[config.mk]
export PLATFORM = sky130hd
export DESIGN_NAME = scp_serial_port
export DESIGN_NICKNAME = d
export VERILOG_FILES = /design/src/scp_pkg.sv /design/src/scp_fifo.sv /design/src/scp_serial_port.sv
export SDC_FILE = /design/constraint.sdc
export NUM_CORES = 1
export LEC_CHECK = 0
export BUFFER_PORTS_ARGS = -buffer_cell sky130_fd_sc_hd__buf_2
export CAP_MARGIN = 20
export CORE_UTILIZATION = 38
export CTS_BUF_LIST = sky130_fd_sc_hd__clkbuf_2 sky130_fd_sc_hd__clkbuf_4 sky130_fd_sc_hd__clkbuf_8
export DETAILED_ROUTE_END_ITERATION = 6
export GPL_TIMING_DRIVEN = 1
export HOLD_SLACK_MARGIN = 0.03
export PLACE_DENSITY = 0.64
export SLEW_MARGIN = 40
export SYNTH_ARGS = -nofsm -noshare
export SYNTH_HDL_FRONTEND = slang
export SYNTH_HIERARCHICAL = 1
export SYNTH_SLANG_ARGS = --single-unit
[constraint.sdc]
create_clock -name clk -period 5.2 [get_ports clk]
set_input_delay 0.52 -clock clk [delete_from_list [all_inputs] [get_ports clk]]
set_output_delay 0.52 -clock clk [all_outputs]
set_load 0.02 [all_outputs]
[src/scp_pkg.sv]
// ********************************************************************
// Constants shared by the serial CPU port
// ********************************************************************
package scp_pkg;

   localparam int CLK_PERIOD_NS = 100;
   // Shortest half period of the serial clock when the port drives it
   localparam int SCK_HALF_NS   = 400;
   localparam int SCK_HALF_CYC  = (SCK_HALF_NS + CLK_PERIOD_NS - 1) / CLK_PERIOD_NS;
   localparam logic [7:0] DIV_MIN = 8'(SCK_HALF_CYC);

   localparam int FIFO_DEPTH = 8;
   localparam int FIFO_WIDTH = 9;

   localparam logic [4:0] CNT_ADDR_DONE  = 5'h08;
   localparam logic [4:0] CNT_FRAME_DONE = 5'h10;
   localparam logic [2:0] BIT_LAST       = 3'h7;

   localparam logic [1:0] BOOT_CFG_SERIAL = 2'h1;
   localparam logic [7:0] BOOT_READ_CMD   = 8'h03;
   localparam logic [2:0] BOOT_HDR_BYTES  = 3'h4;
   localparam logic [1:0] STRAP_WAIT      = 2'h3;

   typedef enum logic [2:0] {
      ST_IDLE,
      ST_SLAVE,
      ST_NEXT,
      ST_LOW,
      ST_HIGH,
      ST_HOLD
   } scp_state_e;

endpackage : scp_pkg

[src/scp_fifo.sv]
`timescale 1ns/1ps
module scp_fifo #(
   parameter int WIDTH = 9,
   parameter int DEPTH = 8
) (
   input  wire logic             clk,
   input  wire logic             nrst,
   input  wire logic [WIDTH-1:0] in_data,
   input  wire logic             in_valid,
   output logic                  in_ready,
   output logic      [WIDTH-1:0] out_data,
   output logic                  out_valid,
   input  wire logic             out_ready
);
   // ********************************************************************
   // Pointers carry one extra bit to tell full from empty
   // ********************************************************************
   localparam int AW = $clog2(DEPTH);

   logic [WIDTH-1:0] mem_reg [DEPTH];
   logic [AW:0]      wr_reg;
   logic [AW:0]      wr_next;
   logic [AW:0]      rd_reg;
   logic [AW:0]      rd_next;
   logic             push;
   logic             pop;

   assign out_valid = (wr_reg != rd_reg);
   assign in_ready  = (wr_reg[AW-1:0] != rd_reg[AW-1:0]) || (wr_reg[AW] == rd_reg[AW]);
   assign push      = in_valid && in_ready;
   assign pop       = out_valid && out_ready;
   assign out_data  = mem_reg[rd_reg[AW-1:0]];

   always_comb begin
      wr_next = push ? wr_reg + 1'b1 : wr_reg;
      rd_next = pop ? rd_reg + 1'b1 : rd_reg;
   end

   always_ff @(posedge clk or negedge nrst) begin
      if (!nrst) begin
         wr_reg <= '0;
         rd_reg <= '0;
      end else begin
         wr_reg <= wr_next;
         rd_reg <= rd_next;
      end
   end

   // Storage has no reset; only written words are ever read
   always_ff @(posedge clk) begin
      if (push) begin
         mem_reg[wr_reg[AW-1:0]] <= in_data;
      end
   end

endmodule : scp_fifo

[src/scp_serial_port.sv]
`timescale 1ns/1ps
module scp_serial_port
   import scp_pkg::*;
#(
   parameter logic [23:0] BOOT_ADDR = 24'h000000
) (
   input  wire logic       clk,
   input  wire logic       nrst,
   input  wire logic       role_master,
   input  wire logic [1:0] boot_config_inputs,
   input  wire logic       boot_finish,
   output logic            boot_active,
   output logic      [7:0] boot_data,
   output logic            boot_valid,
   input  wire logic       boot_ready,
   output logic      [6:0] reg_addr,
   output logic      [7:0] reg_wdata,
   output logic            reg_wr,
   output logic            reg_rd,
   input  wire logic [7:0] reg_rdata,
   input  wire logic [7:0] m_tx_data,
   input  wire logic       m_tx_last,
   input  wire logic       m_tx_valid,
   output logic            m_tx_ready,
   output logic      [7:0] m_rx_data,
   output logic            m_rx_valid,
   output logic            m_busy,
   input  wire logic [7:0] cfg_div,
   input  wire logic       cfg_lsb_first,
   input  wire logic       sclk_i,
   output logic            sclk_o,
   output logic            sclk_oe,
   input  wire logic       serial_port_select_n_i,
   output logic            serial_port_select_n_o,
   output logic            serial_port_select_n_oe,
   input  wire logic       serial_port_data_in,
   output logic            sdo_o,
   output logic            sdo_oe
);
   // ********************************************************************
   // Pin synchronisers
   // ********************************************************************
   logic [4:0] sync1_reg;
   logic [4:0] sync2_reg;
   logic       sclk_d_reg;
   logic       sclk_s;
   logic       cs_s;
   logic       din_s;
   logic [1:0] cfg_s;
   logic       rise;
   logic       fall;

   always_ff @(posedge clk or negedge nrst) begin
      if (!nrst) begin
         sync1_reg  <= 5'h00;
         sync2_reg  <= 5'h1f;
         sclk_d_reg <= 1'b1;
      end else begin
         sync1_reg  <= {boot_config_inputs, serial_port_data_in, serial_port_select_n_i, sclk_i};
         sync2_reg  <= sync1_reg;
         sclk_d_reg <= sync2_reg[0];
      end
   end

   assign sclk_s = sync2_reg[0];
   assign cs_s   = sync2_reg[1];
   assign din_s  = sync2_reg[2];
   assign cfg_s  = sync2_reg[4:3];
   assign rise   = sclk_s && !sclk_d_reg;
   assign fall   = !sclk_s && sclk_d_reg;

   // ********************************************************************
   // Master transmit buffer: word is {last, byte}
   // ********************************************************************
   logic [8:0] fifo_data;
   logic       fifo_valid;
   logic       fifo_pop;

   scp_fifo #(
      .WIDTH (FIFO_WIDTH),
      .DEPTH (FIFO_DEPTH)
   ) u_fifo (
      .clk       (clk),
      .nrst      (nrst),
      .in_data   ({m_tx_last, m_tx_data}),
      .in_valid  (m_tx_valid),
      .in_ready  (m_tx_ready),
      .out_data  (fifo_data),
      .out_valid (fifo_valid),
      .out_ready (fifo_pop)
   );

   // ********************************************************************
   // Port state
   // ********************************************************************
   function automatic logic out_bit(input logic [7:0] b, input logic lsb);
      out_bit = lsb ? b[0] : b[7];
   endfunction : out_bit

   function automatic logic [7:0] boot_hdr(input logic [2:0] idx);
      case (idx)
         3'h0:    boot_hdr = BOOT_READ_CMD;
         3'h1:    boot_hdr = BOOT_ADDR[23:16];
         3'h2:    boot_hdr = BOOT_ADDR[15:8];
         3'h3:    boot_hdr = BOOT_ADDR[7:0];
         default: boot_hdr = 8'h00;
      endcase
   endfunction : boot_hdr

   scp_state_e st_reg,     st_next;
   logic       strap_reg,  strap_next;
   logic [1:0] wait_reg,   wait_next;
   logic       boot_reg,   boot_next;
   logic [2:0] bidx_reg,   bidx_next;
   logic       cs_reg,     cs_next;
   logic       sclk_reg,   sclk_next;
   logic       sdo_reg,    sdo_next;
   logic [7:0] div_reg,    div_next;
   logic [2:0] bit_reg,    bit_next;
   logic [7:0] tx_reg,     tx_next;
   logic [7:0] rx_reg,     rx_next;
   logic       lsb_reg,    lsb_next;
   logic       last_reg,   last_next;
   logic       mrv_reg,    mrv_next;
   logic [4:0] scnt_reg,   scnt_next;
   logic [7:0] ssh_reg,    ssh_next;
   logic       srd_reg,    srd_next;
   logic [7:0] stx_reg,    stx_next;
   logic [6:0] raddr_reg,  raddr_next;
   logic [7:0] rwdata_reg, rwdata_next;
   logic       rwr_reg,    rwr_next;
   logic       rrd_reg,    rrd_next;
   logic [7:0] eff_div;
   logic       div_end;
   logic [7:0] tx_sel;

   assign eff_div  = (cfg_div < DIV_MIN) ? DIV_MIN : cfg_div;
   assign div_end  = (div_reg == eff_div - 8'h01);
   assign fifo_pop = (st_reg == ST_NEXT) && !boot_reg;

   always_comb begin
      st_next     = st_reg;
      strap_next  = strap_reg;
      wait_next   = wait_reg;
      boot_next   = boot_reg;
      bidx_next   = bidx_reg;
      cs_next     = cs_reg;
      sclk_next   = sclk_reg;
      sdo_next    = sdo_reg;
      div_next    = div_reg;
      bit_next    = bit_reg;
      tx_next     = tx_reg;
      rx_next     = rx_reg;
      lsb_next    = lsb_reg;
      last_next   = last_reg;
      mrv_next    = 1'b0;
      scnt_next   = scnt_reg;
      ssh_next    = ssh_reg;
      srd_next    = srd_reg;
      stx_next    = rrd_reg ? reg_rdata : stx_reg;
      raddr_next  = raddr_reg;
      rwdata_next = rwdata_reg;
      rwr_next    = 1'b0;
      rrd_next    = 1'b0;
      tx_sel      = boot_reg ? ((bidx_reg < BOOT_HDR_BYTES) ? boot_hdr(bidx_reg) : 8'h00) : fifo_data[7:0];
      case (st_reg)
         ST_IDLE: begin
            if (!strap_reg) begin
               wait_next = wait_reg + 2'h1;
               if (wait_reg == STRAP_WAIT) begin
                  strap_next = 1'b1;
                  if (cfg_s == BOOT_CFG_SERIAL) begin
                     boot_next = 1'b1;
                     bidx_next = 3'h0;
                     cs_next   = 1'b0;
                     st_next   = ST_NEXT;
                  end else if (!role_master) begin
                     // Go straight to slave so the pins are never driven against an external master
                     st_next   = ST_SLAVE;
                  end
               end
            end else if (role_master) begin
               if (fifo_valid) begin
                  cs_next = 1'b0;
                  st_next = ST_NEXT;
               end
            end else begin
               st_next = ST_SLAVE;
            end
         end
         ST_SLAVE: begin
            if (cs_s) begin
               scnt_next = 5'h00;
               srd_next  = 1'b0;
               if (role_master) begin
                  st_next = ST_IDLE;
               end
            end else if (rise) begin
               ssh_next  = {ssh_reg[6:0], din_s};
               scnt_next = scnt_reg + 5'h01;
               if (scnt_next == CNT_ADDR_DONE) begin
                  raddr_next = ssh_next[6:0];
                  srd_next   = ssh_next[7];
                  rrd_next   = ssh_next[7];
               end else if (scnt_next == CNT_FRAME_DONE && !srd_reg) begin
                  rwdata_next = ssh_next;
                  rwr_next    = 1'b1;
               end
            end else if (fall && srd_reg) begin
               sdo_next = stx_reg[7];
               stx_next = {stx_reg[6:0], 1'b0};
            end
         end
         ST_NEXT: begin
            if (boot_reg && boot_finish) begin
               boot_next = 1'b0;
               cs_next   = 1'b1;
               st_next   = ST_IDLE;
            end else if (boot_reg || fifo_valid) begin
               lsb_next  = !boot_reg && cfg_lsb_first;
               last_next = fifo_data[8];
               tx_next   = tx_sel;
               sdo_next  = out_bit(tx_sel, !boot_reg && cfg_lsb_first);
               div_next  = 8'h00;
               bit_next  = 3'h0;
               st_next   = ST_LOW;
            end
         end
         ST_LOW: begin
            div_next = div_reg + 8'h01;
            if (div_end) begin
               div_next  = 8'h00;
               sclk_next = 1'b1;
               rx_next   = lsb_reg ? {din_s, rx_reg[7:1]} : {rx_reg[6:0], din_s};
               st_next   = ST_HIGH;
            end
         end
         ST_HIGH: begin
            div_next = div_reg + 8'h01;
            if (div_end) begin
               div_next  = 8'h00;
               sclk_next = 1'b0;
               if (bit_reg != BIT_LAST) begin
                  bit_next = bit_reg + 3'h1;
                  tx_next  = lsb_reg ? {1'b0, tx_reg[7:1]} : {tx_reg[6:0], 1'b0};
                  sdo_next = out_bit(tx_next, lsb_reg);
                  st_next  = ST_LOW;
               end else if (boot_reg) begin
                  if (bidx_reg < BOOT_HDR_BYTES) begin
                     bidx_next = bidx_reg + 3'h1;
                     st_next   = ST_NEXT;
                  end else begin
                     st_next = ST_HOLD;
                  end
               end else begin
                  mrv_next = 1'b1;
                  if (last_reg) begin
                     cs_next = 1'b1;
                     st_next = ST_IDLE;
                  end else begin
                     st_next = ST_NEXT;
                  end
               end
            end
         end
         ST_HOLD: begin
            if (boot_ready) begin
               st_next = ST_NEXT;
            end
         end
         default: begin
            st_next = ST_IDLE;
         end
      endcase
   end

   always_ff @(posedge clk or negedge nrst) begin
      if (!nrst) begin
         st_reg     <= ST_IDLE;
         strap_reg  <= 1'b0;
         wait_reg   <= 2'h0;
         boot_reg   <= 1'b0;
         bidx_reg   <= 3'h0;
         cs_reg     <= 1'b1;
         sclk_reg   <= 1'b0;
         sdo_reg    <= 1'b0;
         div_reg    <= 8'h00;
         bit_reg    <= 3'h0;
         tx_reg     <= 8'h00;
         rx_reg     <= 8'h00;
         lsb_reg    <= 1'b0;
         last_reg   <= 1'b0;
         mrv_reg    <= 1'b0;
         scnt_reg   <= 5'h00;
         ssh_reg    <= 8'h00;
         srd_reg    <= 1'b0;
         stx_reg    <= 8'h00;
         raddr_reg  <= 7'h00;
         rwdata_reg <= 8'h00;
         rwr_reg    <= 1'b0;
         rrd_reg    <= 1'b0;
      end else begin
         st_reg     <= st_next;
         strap_reg  <= strap_next;
         wait_reg   <= wait_next;
         boot_reg   <= boot_next;
         bidx_reg   <= bidx_next;
         cs_reg     <= cs_next;
         sclk_reg   <= sclk_next;
         sdo_reg    <= sdo_next;
         div_reg    <= div_next;
         bit_reg    <= bit_next;
         tx_reg     <= tx_next;
         rx_reg     <= rx_next;
         lsb_reg    <= lsb_next;
         last_reg   <= last_next;
         mrv_reg    <= mrv_next;
         scnt_reg   <= scnt_next;
         ssh_reg    <= ssh_next;
         srd_reg    <= srd_next;
         stx_reg    <= stx_next;
         raddr_reg  <= raddr_next;
         rwdata_reg <= rwdata_next;
         rwr_reg    <= rwr_next;
         rrd_reg    <= rrd_next;
      end
   end

   // ********************************************************************
   // Outputs
   // ********************************************************************
   // Clock and select are only driven once the straps are taken and the port is not a slave
   assign sclk_o                  = sclk_reg;
   assign sclk_oe                 = strap_reg && (st_reg != ST_SLAVE);
   assign serial_port_select_n_o  = cs_reg;
   assign serial_port_select_n_oe = strap_reg && (st_reg != ST_SLAVE);
   assign sdo_o                   = sdo_reg;
   assign sdo_oe                  = (st_reg == ST_SLAVE && !cs_s && srd_reg)
                                 || st_reg == ST_LOW || st_reg == ST_HIGH;
   assign boot_active             = boot_reg;
   assign boot_data               = rx_reg;
   assign boot_valid              = (st_reg == ST_HOLD);
   assign m_rx_data               = rx_reg;
   assign m_rx_valid              = mrv_reg;
   assign m_busy                  = strap_reg && !boot_reg && st_reg != ST_IDLE && st_reg != ST_SLAVE;
   assign reg_addr                = raddr_reg;
   assign reg_wdata               = rwdata_reg;
   assign reg_wr                  = rwr_reg;
   assign reg_rd                  = rrd_reg;

endmodule : scp_serial_port

# ---- Word level (Yosys, flattened, before mapping)
# Memory sizes are Yosys's and may differ from the RTL's.
# Index checks and enable logic that the tools add are counted.
dict set report word_totals {
  ff_bits 100
  ramBits 72
  inputBits 37
  out_inout_bits 44
  n_memories 1
}
# memory words width read_ports rd_ports_with_merged_regs write_ports line_no
set mem_list {}
lappend mem_list {u_fifo.mem_reg 8 9 1 0 1 scp_fifo.sv:20} ;# logic [WIDTH-1:0] mem_reg [DEPTH];
dict set report op_classes {
  addsub 8
  magnitude_cmp 2
  eq_ne 42
  n_mux 102
  n_bitwise 4
  reduce_logical 53
}
# operator count
set op_table {}
lappend op_table {{$mux 8} 16}
lappend op_table {{$mux 3} 27}
lappend op_table {{$mux 1} 45}
lappend op_table {{$ne 2x2->1 const B} 17}
lappend op_table {{$pmux 8 s2} 2}
lappend op_table {{$pmux 3 s6} 1}
lappend op_table {{$reduce_and 8->1} 2}
lappend op_table {{$logic_and 1x1->1} 15}
lappend op_table {{$ne 3x3->1 const B} 5}
lappend op_table {{$reduce_and 3->1} 5}
lappend op_table {{$reduce_and 5->1} 3}
lappend op_table {{$reduce_bool 2->1} 7}
lappend op_table {{$pmux 3 s2} 2}
lappend op_table {{$mux 5} 2}
lappend op_table {{$reduce_and 10->1} 1}
lappend op_table {{$reduce_and 9->1} 1}
lappend op_table {{$reduce_bool 3->1} 3}
lappend op_table {{$add 4x1->4 const B} 2}
lappend op_table {{$add 8x1->8 const B} 1}
lappend op_table {{$eq 8x8->1} 1}
lappend op_table {{$lt 8x3->1 const B} 1}
lappend op_table {{$ne 4x4->1 const B} 2}
lappend op_table {{$sub 8x1->8 const B} 1}
lappend op_table {{$add 3x1->3 const B} 2}
lappend op_table {{25 further kinds} 47}

# ---- Depth between registers and ports, before layout
# Gate-level depths: netlist of the first run.
dict set report depth {
  ltp_word 8
  ltp_mapped 14
}

# ---- Modules after synthesis
# Netlist of the first run, hierarchy kept.
# mod n_inst cells_per_inst area_per_inst_um2 seq_area_each_um2
set by_module_without_submodules {}
lappend by_module_without_submodules {scp_serial_port 1 488 4812.1 2311.0}
lappend by_module_without_submodules {scp_fifo 1 161 3325.7 2362.3}

# ---- Worst setup path after synthesis of the first run
# OpenSTA, ideal clock, no wires.
dict set report synth_path {
  path_kind {input -> register}
  startpoint {in cfg_div[4]}
  endpoint {reg rx_reg[0] (netlist: boot_data[0])}
  t_arrival_ns 3.882
  required_time_ns 5.075
  slack_ns 1.193
  stages 14
  path_buffers 3
  path_cell_list {clkbuf_1 -> nor4_1 -> nand2_1 -> nand2_1 -> ha_1 -> or3b_2 -> or3b_2 -> a211oi_1 -> or3_1 -> clkbuf_1 -> and2_4 -> buf_6 -> nand3_4 -> mux2_2}
}
dict set report synth_via {
  elab_chain_cells 5
}
# element line_no
set synth_rtl {}
lappend synth_rtl {{start, declared} scp_serial_port.sv:28} ;# input wire logic [7:0] cfg_div,
lappend synth_rtl {{$lt 8x3->1} scp_serial_port.sv:137} ;# assign eff_div = (cfg_div < DIV_MIN) ? DIV_MIN : cfg_div;
lappend synth_rtl {{$mux 8 *} scp_serial_port.sv:137}
lappend synth_rtl {{$sub 8x1->8 *} scp_serial_port.sv:138} ;# assign div_end = (div_reg == eff_div - 8'h01);
lappend synth_rtl {{$eq 8x8->1 *} scp_serial_port.sv:138}
lappend synth_rtl {{$reduce_and 2->1 (no line) *} n/a}
lappend synth_rtl {{end signal, assigned} scp_serial_port.sv:314} ;# rx_reg <= rx_next;
lappend synth_rtl {{end, declared} scp_serial_port.sv:121} ;# logic [7:0] rx_reg, rx_next;
# Mark *: on every way between the ends. The rest lies on a longest branch, timed or not.
# A chain may end at the register's enable or synchronous reset.

# ---- Worst setup path after layout of the first run
dict set report layout_path {
  startpoint {in cfg_div[4]}
  endpoint {reg tx_reg[6]}
}
dict set report layout_via {
  elab_chain_cells 6
}
# element line_no
set layout_rtl {}
lappend layout_rtl {{$lt 8x3->1} scp_serial_port.sv:137}
lappend layout_rtl {{$mux 8 *} scp_serial_port.sv:137}
lappend layout_rtl {{$sub 8x1->8 *} scp_serial_port.sv:138}
lappend layout_rtl {{$eq 8x8->1 *} scp_serial_port.sv:138}
lappend layout_rtl {{$ne 2x2->1 (no line) *} n/a}
lappend layout_rtl {{$reduce_and 5->1 (no line) *} n/a}
lappend layout_rtl {{end signal, assigned} scp_serial_port.sv:313} ;# tx_reg <= tx_next;
lappend layout_rtl {{end, declared} scp_serial_port.sv:120} ;# logic [7:0] tx_reg, tx_next;
# Marked as above.

==> metrics.txt, run 1 <==
status finished, final reports clean; Core Util, Final 43.9%; clock share of power 21.6%; power density cells 457 mW/mm^2; worst-path maximum fanout 12; final hold vios 0; I/O Buffers 80; most common cell after layout, fill and taps aside dfrtp_1; CTS Buf Count 17; Final GP Congestion 0.856; post-route ant nets 0; Vias 5257; register area share after synthesis 57.4%; post-place setup slack 1.35 ns; Pint 2.69 mW; Post-Syn Instances 649; worst skew pair latency 0.45 ns; global route overflow 0; Core Region 0.0210 mm^2; syn nets 697; clock tree buffer depth 2; crit-path cells buf_2, nor4_1, buf_4, nand2_1, nand2_1, ha_1, or3b_2, nor3_1, a2111oi_0, or3_1, and2_4, a21boi_2, mux2_2; post-cts resize count 0; Setup Skew 0.0133 ns; Leakage 3.85 nW; hold_buf cts 0; max incr delay on CP 0.51 ns; Num Clock Sinks 172; Slew headroom 46.3%; Setup CP Type primary input to flop; synth warn 6; dpl cells 978; Max-Cap Viols 0; Worst-Margin Slew 0.806 ns; drt drc 0; Final Critical Period 3.41 ns; Top cell by count, worst path nand2_1; Die X 148 um; logic gate share of total power 33.1%; synthesized area 0.00814 mm^2; largest net degree at the start of global routing 68; crit end category flop; Critical Path RT 5.53 ns; Critical Path Source cfg_div[4]; worst setup margin 1.79 ns; Seq pwr share 45.3%; hpwl dp 10.8 mm; WHS 0.0597 ns; Area Overhead vs Synth 13.4%; DR pass1 iterations 4; clk root buf clkbuf_8; first-pass GRT wire length 26.8 mm; max FFs per register 72; slowest cell on the critical path or3b_2; Placement Cell Area 0.00883 mm^2; Final setup viols 0; Initial Util 38.7%; synthesized area per cell 12.5 um^2; # rows 53; worst min path class primary input to asynchronous set/reset pin; R2R Path Start st_reg[0]; H-Tree Depth 4; Die ar. 0.0220 mm^2; top_reg_cell synth dfrtp_1; max-slew violations 0; vias in the first global route 5094; final period utilization 65.6%; Vias/cell 5.19; CTS tree done; Nets 771; post-route insts no fill 1012; clock-pin slew on the worst setup and hold paths 0.09 ns; Switch Pwr 1.53 mW; initial antenna violation count 1; CP Launch Type primary input; Layout fillers 1916; RSZ-0062 raised after global routing false; VDD IR max 0.000215 V; R2R depth 6; overall power 4.21 mW; register bit count reported by yosys 172; Fmax achieved 293 MHz; fin area 0.00923 mm^2; Total GRT Usage 15.8%; Switching Fraction 36.2%; post-CTS setup buffer count 0; Die H 148 um; Ports 81; asr flop ratio synth 58.1%; Setup TNS Final 0 ns; Initial DRC Count 276; total wire length 16.2 mm; layout cells sized above 1 28.4%; WL/cell 16.0 um; most frequent cells in the layout 93 x dfrtp_1, 84 x nand2_1, 79 x buf_2; EDFF count, synth 72; Worst EP arrival 3.74 ns; post-synth cell types 69
==> Yosys cell counts, drive strengths merged (5+ instances only) <==
cell / instances / area, um^2
dfstp: 7 / 184
mux2: 46 / 518
inv: 15 / 56.3
mux2i: 19 / 190
nand2: 84 / 315
ha: 11 / 138
and2: 5 / 33.8
mux4: 18 / 432
and3: 6 / 37.5
xor2: 11 / 104
nand3: 19 / 108
xnor2: 10 / 87.6
a211oi: 6 / 45.0
nor4b: 5 / 43.8
buf: 20 / 139
nor4: 7 / 50.1
a21oi: 23 / 115
nand2b: 7 / 43.8
clkbuf: 18 / 67.6
nor2: 30 / 113
nor3: 13 / 65.1
nor2b: 5 / 31.3
or3: 5 / 31.3
edfxtp: 72 / 2160
o31ai: 6 / 45.0
o21ai: 32 / 160
dfrtp: 93 / 2330
==> layout make-up <==
type                            count  area, um^2  share of cell area [%]
Sequential cell                   172        4670                    50.7
Multi-Input combinational cell    424        3260                    35.3
Timing Repair Buffer               93         504                    5.47
Tap cell                          275         344                    3.73
Clock buffer                       17         234                    2.54
Clock inverter                     15         155                    1.68
Inverter                           15        56.3                   0.610
Antenna cell                        1        2.50                  0.0271
==> power groups by stage <==
stage	Clock, mW	Sequential [mW]	Combinational (mW)
after floorplan	0	1.80	1.15
after global placement	0	1.93	1.39
after CTS	0.942	1.91	1.41
after global routing	1.00	1.94	1.55
after detailed placement	0	1.94	1.40
final	0.911	1.91	1.39
==> path summary, 6_finish.rpt <==
check,to,slack (ns)
worst max register to register,reg_wdata[7],2.11
worst max-delay path,tx_reg[6],1.79
worst min register to register,sync2_reg[0],0.36
worst min-delay path,sync1_reg[3],0.06
min in group clk,sync1_reg[2],0.17
max in group asynchronous,sync2_reg[2],4.26
==> metal layers <==
layer,wire (um),GRT usage (%),vias to the layer above
met4,184,5.00,0
li1,-,-,2549
met1,7850,21.9,2593
met2,7620,24.3,98
met3,581,3.80,17
met5,0,0,-
==> kinds of logic (layout without fill, tap and decap cells) <==
kind of cell	Yosys count	in the layout	synth area share [%]
buffers and inverters	53	140	3.23
other	0	1	0
AOI/OAI and AO/OA	107	107	9.01
DFF	172	172	57.4
and+or+nand+nor	202	202	12.3
muxes	83	83	14.0
xor gates and xnor gates	21	21	2.35
adders and majority gates	11	11	1.69
==> critical path: cells and delay by family <==
family / cells / cell delay, ns
AOI/OAI and AO/OA: 2 / 0.53
adders and majority gates: 1 / 0.17
buffers and inverters: 2 / 0.33
muxes: 1 / 0.39
and+or+nand+nor: 7 / 1.78
Note: power is estimated with default switching activity, not from simulation.
==> inputs of run 2 (changes only) <==
clock period = 3.4 ns   (was 5.2 ns; I/O delays follow)
==> metrics.txt, run 2 (synthesis gave the netlist of run 1 again) <==
status finished, final reports clean (unchanged); area occupied by multi-input gates 0.00326 mm^2 (about the same); overall power 6.57 mW (was 4.21 mW); Layout fillers 1915 (was 1916); clk root buf clkbuf_8 (unchanged); Die X 148 um (unchanged); Pint 4.18 mW (was 2.69 mW); worst min path class primary input to flop (was primary input to asynchronous set/reset pin); drt drc 0 (unchanged); Final Critical Period 2.94 ns; DR pass1 iterations 7 (was 4); max incr delay on CP 0.50 ns (was 0.51 ns); RSZ-0062 raised after global routing false (unchanged); clock tree buffer depth 2 (unchanged); Setup Skew 0.0121 ns (was 0.0133 ns); Core Util, Final 44.8% (was 43.9%); Critical path buffers and inverters 1 (was 2); Setup CP Type primary input to flop (unchanged); Vias 5397 (was 5257); post-route insts no fill 1033 (was 1012); layout cells sized above 1 29.8% (was 28.4%); final hold vios 0 (unchanged); Seq pwr share 43.4% (was 45.3%); Die H 148 um (unchanged); VDD IR max 0.000375 V (was 0.000215 V); logic gate share of total power 34.3% (was 33.1%); first-pass GRT wire length 27.2 mm (was 26.8 mm); CP Launch Type primary input (unchanged); clock-pin slew on the worst setup and hold paths 0.10 ns (was 0.09 ns); # rows 53 (unchanged); flip-flop and latch area 0.00467 mm^2 (unchanged); I/O Buffers 80 (unchanged); Initial Util 38.7% (unchanged); dpl cells 995 (was 978); Switch Pwr 2.39 mW (was 1.53 mW); vias in the first global route 5186 (was 5094); Ports 81 (unchanged); Top cell by count, worst path nand2_1 (unchanged); diode count 0 (was 1); Nets 793 (was 771); Switching Fraction 36.4% (was 36.2%); Final setup viols 0 (unchanged); worst-path maximum fanout 9 (was 12); Worst EP arrival 3.29 ns (was 3.74 ns); most common cell after layout, fill and taps aside dfrtp_1 (unchanged); Vias/cell 5.22 (was 5.19); Area Overhead vs Synth 15.8% (was 13.4%); crit-path cells buf_2, nor4_4, nand2_1, nand2_1, ha_1, or3b_2, nor3_1, a2111oi_0, or3_1, and2_4, a21boi_2, mux2_2 (was buf_2, nor4_1, buf_4, nand2_1, nand2_1, ha_1, or3b_2, nor3_1, a2111oi_0, or3_1, and2_4, a21boi_2, mux2_2); initial antenna violation count 0 (was 1); post-route ant nets 0 (unchanged); worst skew pair latency 0.46 ns (was 0.45 ns); largest net degree at the start of global routing 75 (was 68); Placement Cell Area 0.00896 mm^2 (was 0.00883 mm^2); slowest cell on the critical path or3b_2 (unchanged); H-Tree Depth 4 (unchanged); Final GP Congestion 0.845 (was 0.856); max-slew violations 0 (unchanged); total wire length 16.6 mm (was 16.2 mm); Leakage 3.97 nW (was 3.85 nW); Critical Path RT 3.75 ns (was 5.53 ns); Die ar. 0.0220 mm^2 (unchanged); Fmax achieved 341 MHz; final period utilization 86.3%; post-CTS setup buffer count 0 (unchanged); Worst-Margin Slew 0.815 ns (was 0.806 ns); clock share of power 22.3% (was 21.6%); Initial DRC Count 226 (was 276); crit end category flop (unchanged); power density cells 697 mW/mm^2 (was 457 mW/mm^2); Core Region 0.0210 mm^2 (unchanged); fin area 0.00943 mm^2 (was 0.00923 mm^2); CTS tree done (unchanged); most frequent cells in the layout 93 x dfrtp_1, 84 x nand2_1, 79 x buf_2 (unchanged); Total GRT Usage 16.0% (was 15.8%); global route overflow 0 (unchanged); Slew headroom 45.7% (was 46.3%); max FFs per register 72 (unchanged); Num Clock Sinks 172 (unchanged); WL/cell 16.1 um (was 16.0 um); CP top delay family simple AND/OR/NAND/NOR gates (unchanged); hpwl dp 11.2 mm (was 10.8 mm); CTS Buf Count 17 (unchanged); Max-Cap Viols 0 (unchanged)
[run 2: metrics by stage]
step	setup WS (ns)	TNS, ns	hold slack, ns
2_1_floorplan	0.0105	0	0.0444
3_3_place_gp	0.00416	0	0.337
3_5_place_dp	-0.0381	-0.234	0.338
4_1_cts	0.465	0	0.0992
5_1_grt	0.308	0	0.110
6_report	0.465	0	0.127
[run 2: repair_timing]
action | in CTS | in global routing
hold buffers | 6 | 0
setup endpoints to repair | 0 | 0
resized for setup | 0 | 0
hold endpoints to repair | 70 | 0
[run 2: per-layer routing]
layer / vias up / wire length [um] / global-route usage [%]
met5: - / 0 / 0
met4: 0 / 160 / 4.95
met3: 10 / 684 / 3.34
met2: 116 / 8000 / 25.8
met1: 2671 / 7770 / 21.8
li1: 2600 / - / -
[run 2: tightest hold or removal path, cell delays in order]
cell and delay (ns):
buf_2 0.07, mux2i_1 0.06, nor2_1 0.08
[run 2: area by class of cell]
class | instances | share of cell area, %
Sequential cell | 172 | 49.6
Tap cell | 275 | 3.65
Inverter | 15 | 0.597
Clock inverter | 15 | 1.83
Clock buffer | 17 | 2.48
Multi-Input combinational cell | 424 | 34.6
Timing Repair Buffer | 115 | 7.26
[run 2: worst paths after layout]
path,start,end,slack (ns),cells after the start
hold / removal,reg_rdata[0],stx_reg[0],0.13,3
setup / recovery,cfg_div[7],tx_reg[4],0.46,12
min in group asynchronous,nrst,reg_addr[3],0.45,2
max in group asynchronous,nrst,tx_reg[3],2.27,3
setup reg to reg,u_fifo/wr_reg[1],tx_reg[4],0.63,8
hold reg to reg,sync1_reg[3],sync2_reg[3],0.36,0
[run 2: power by group through the flow]
stage	registers, mW	logic, mW	clock network, mW
2_1_floorplan	2.75	1.76	0
3_3_place_gp	2.88	2.25	0
6_report	2.85	2.25	1.46
4_1_cts	2.85	2.28	1.52
5_1_grt	2.90	2.49	1.60
3_5_place_dp	2.89	2.26	0
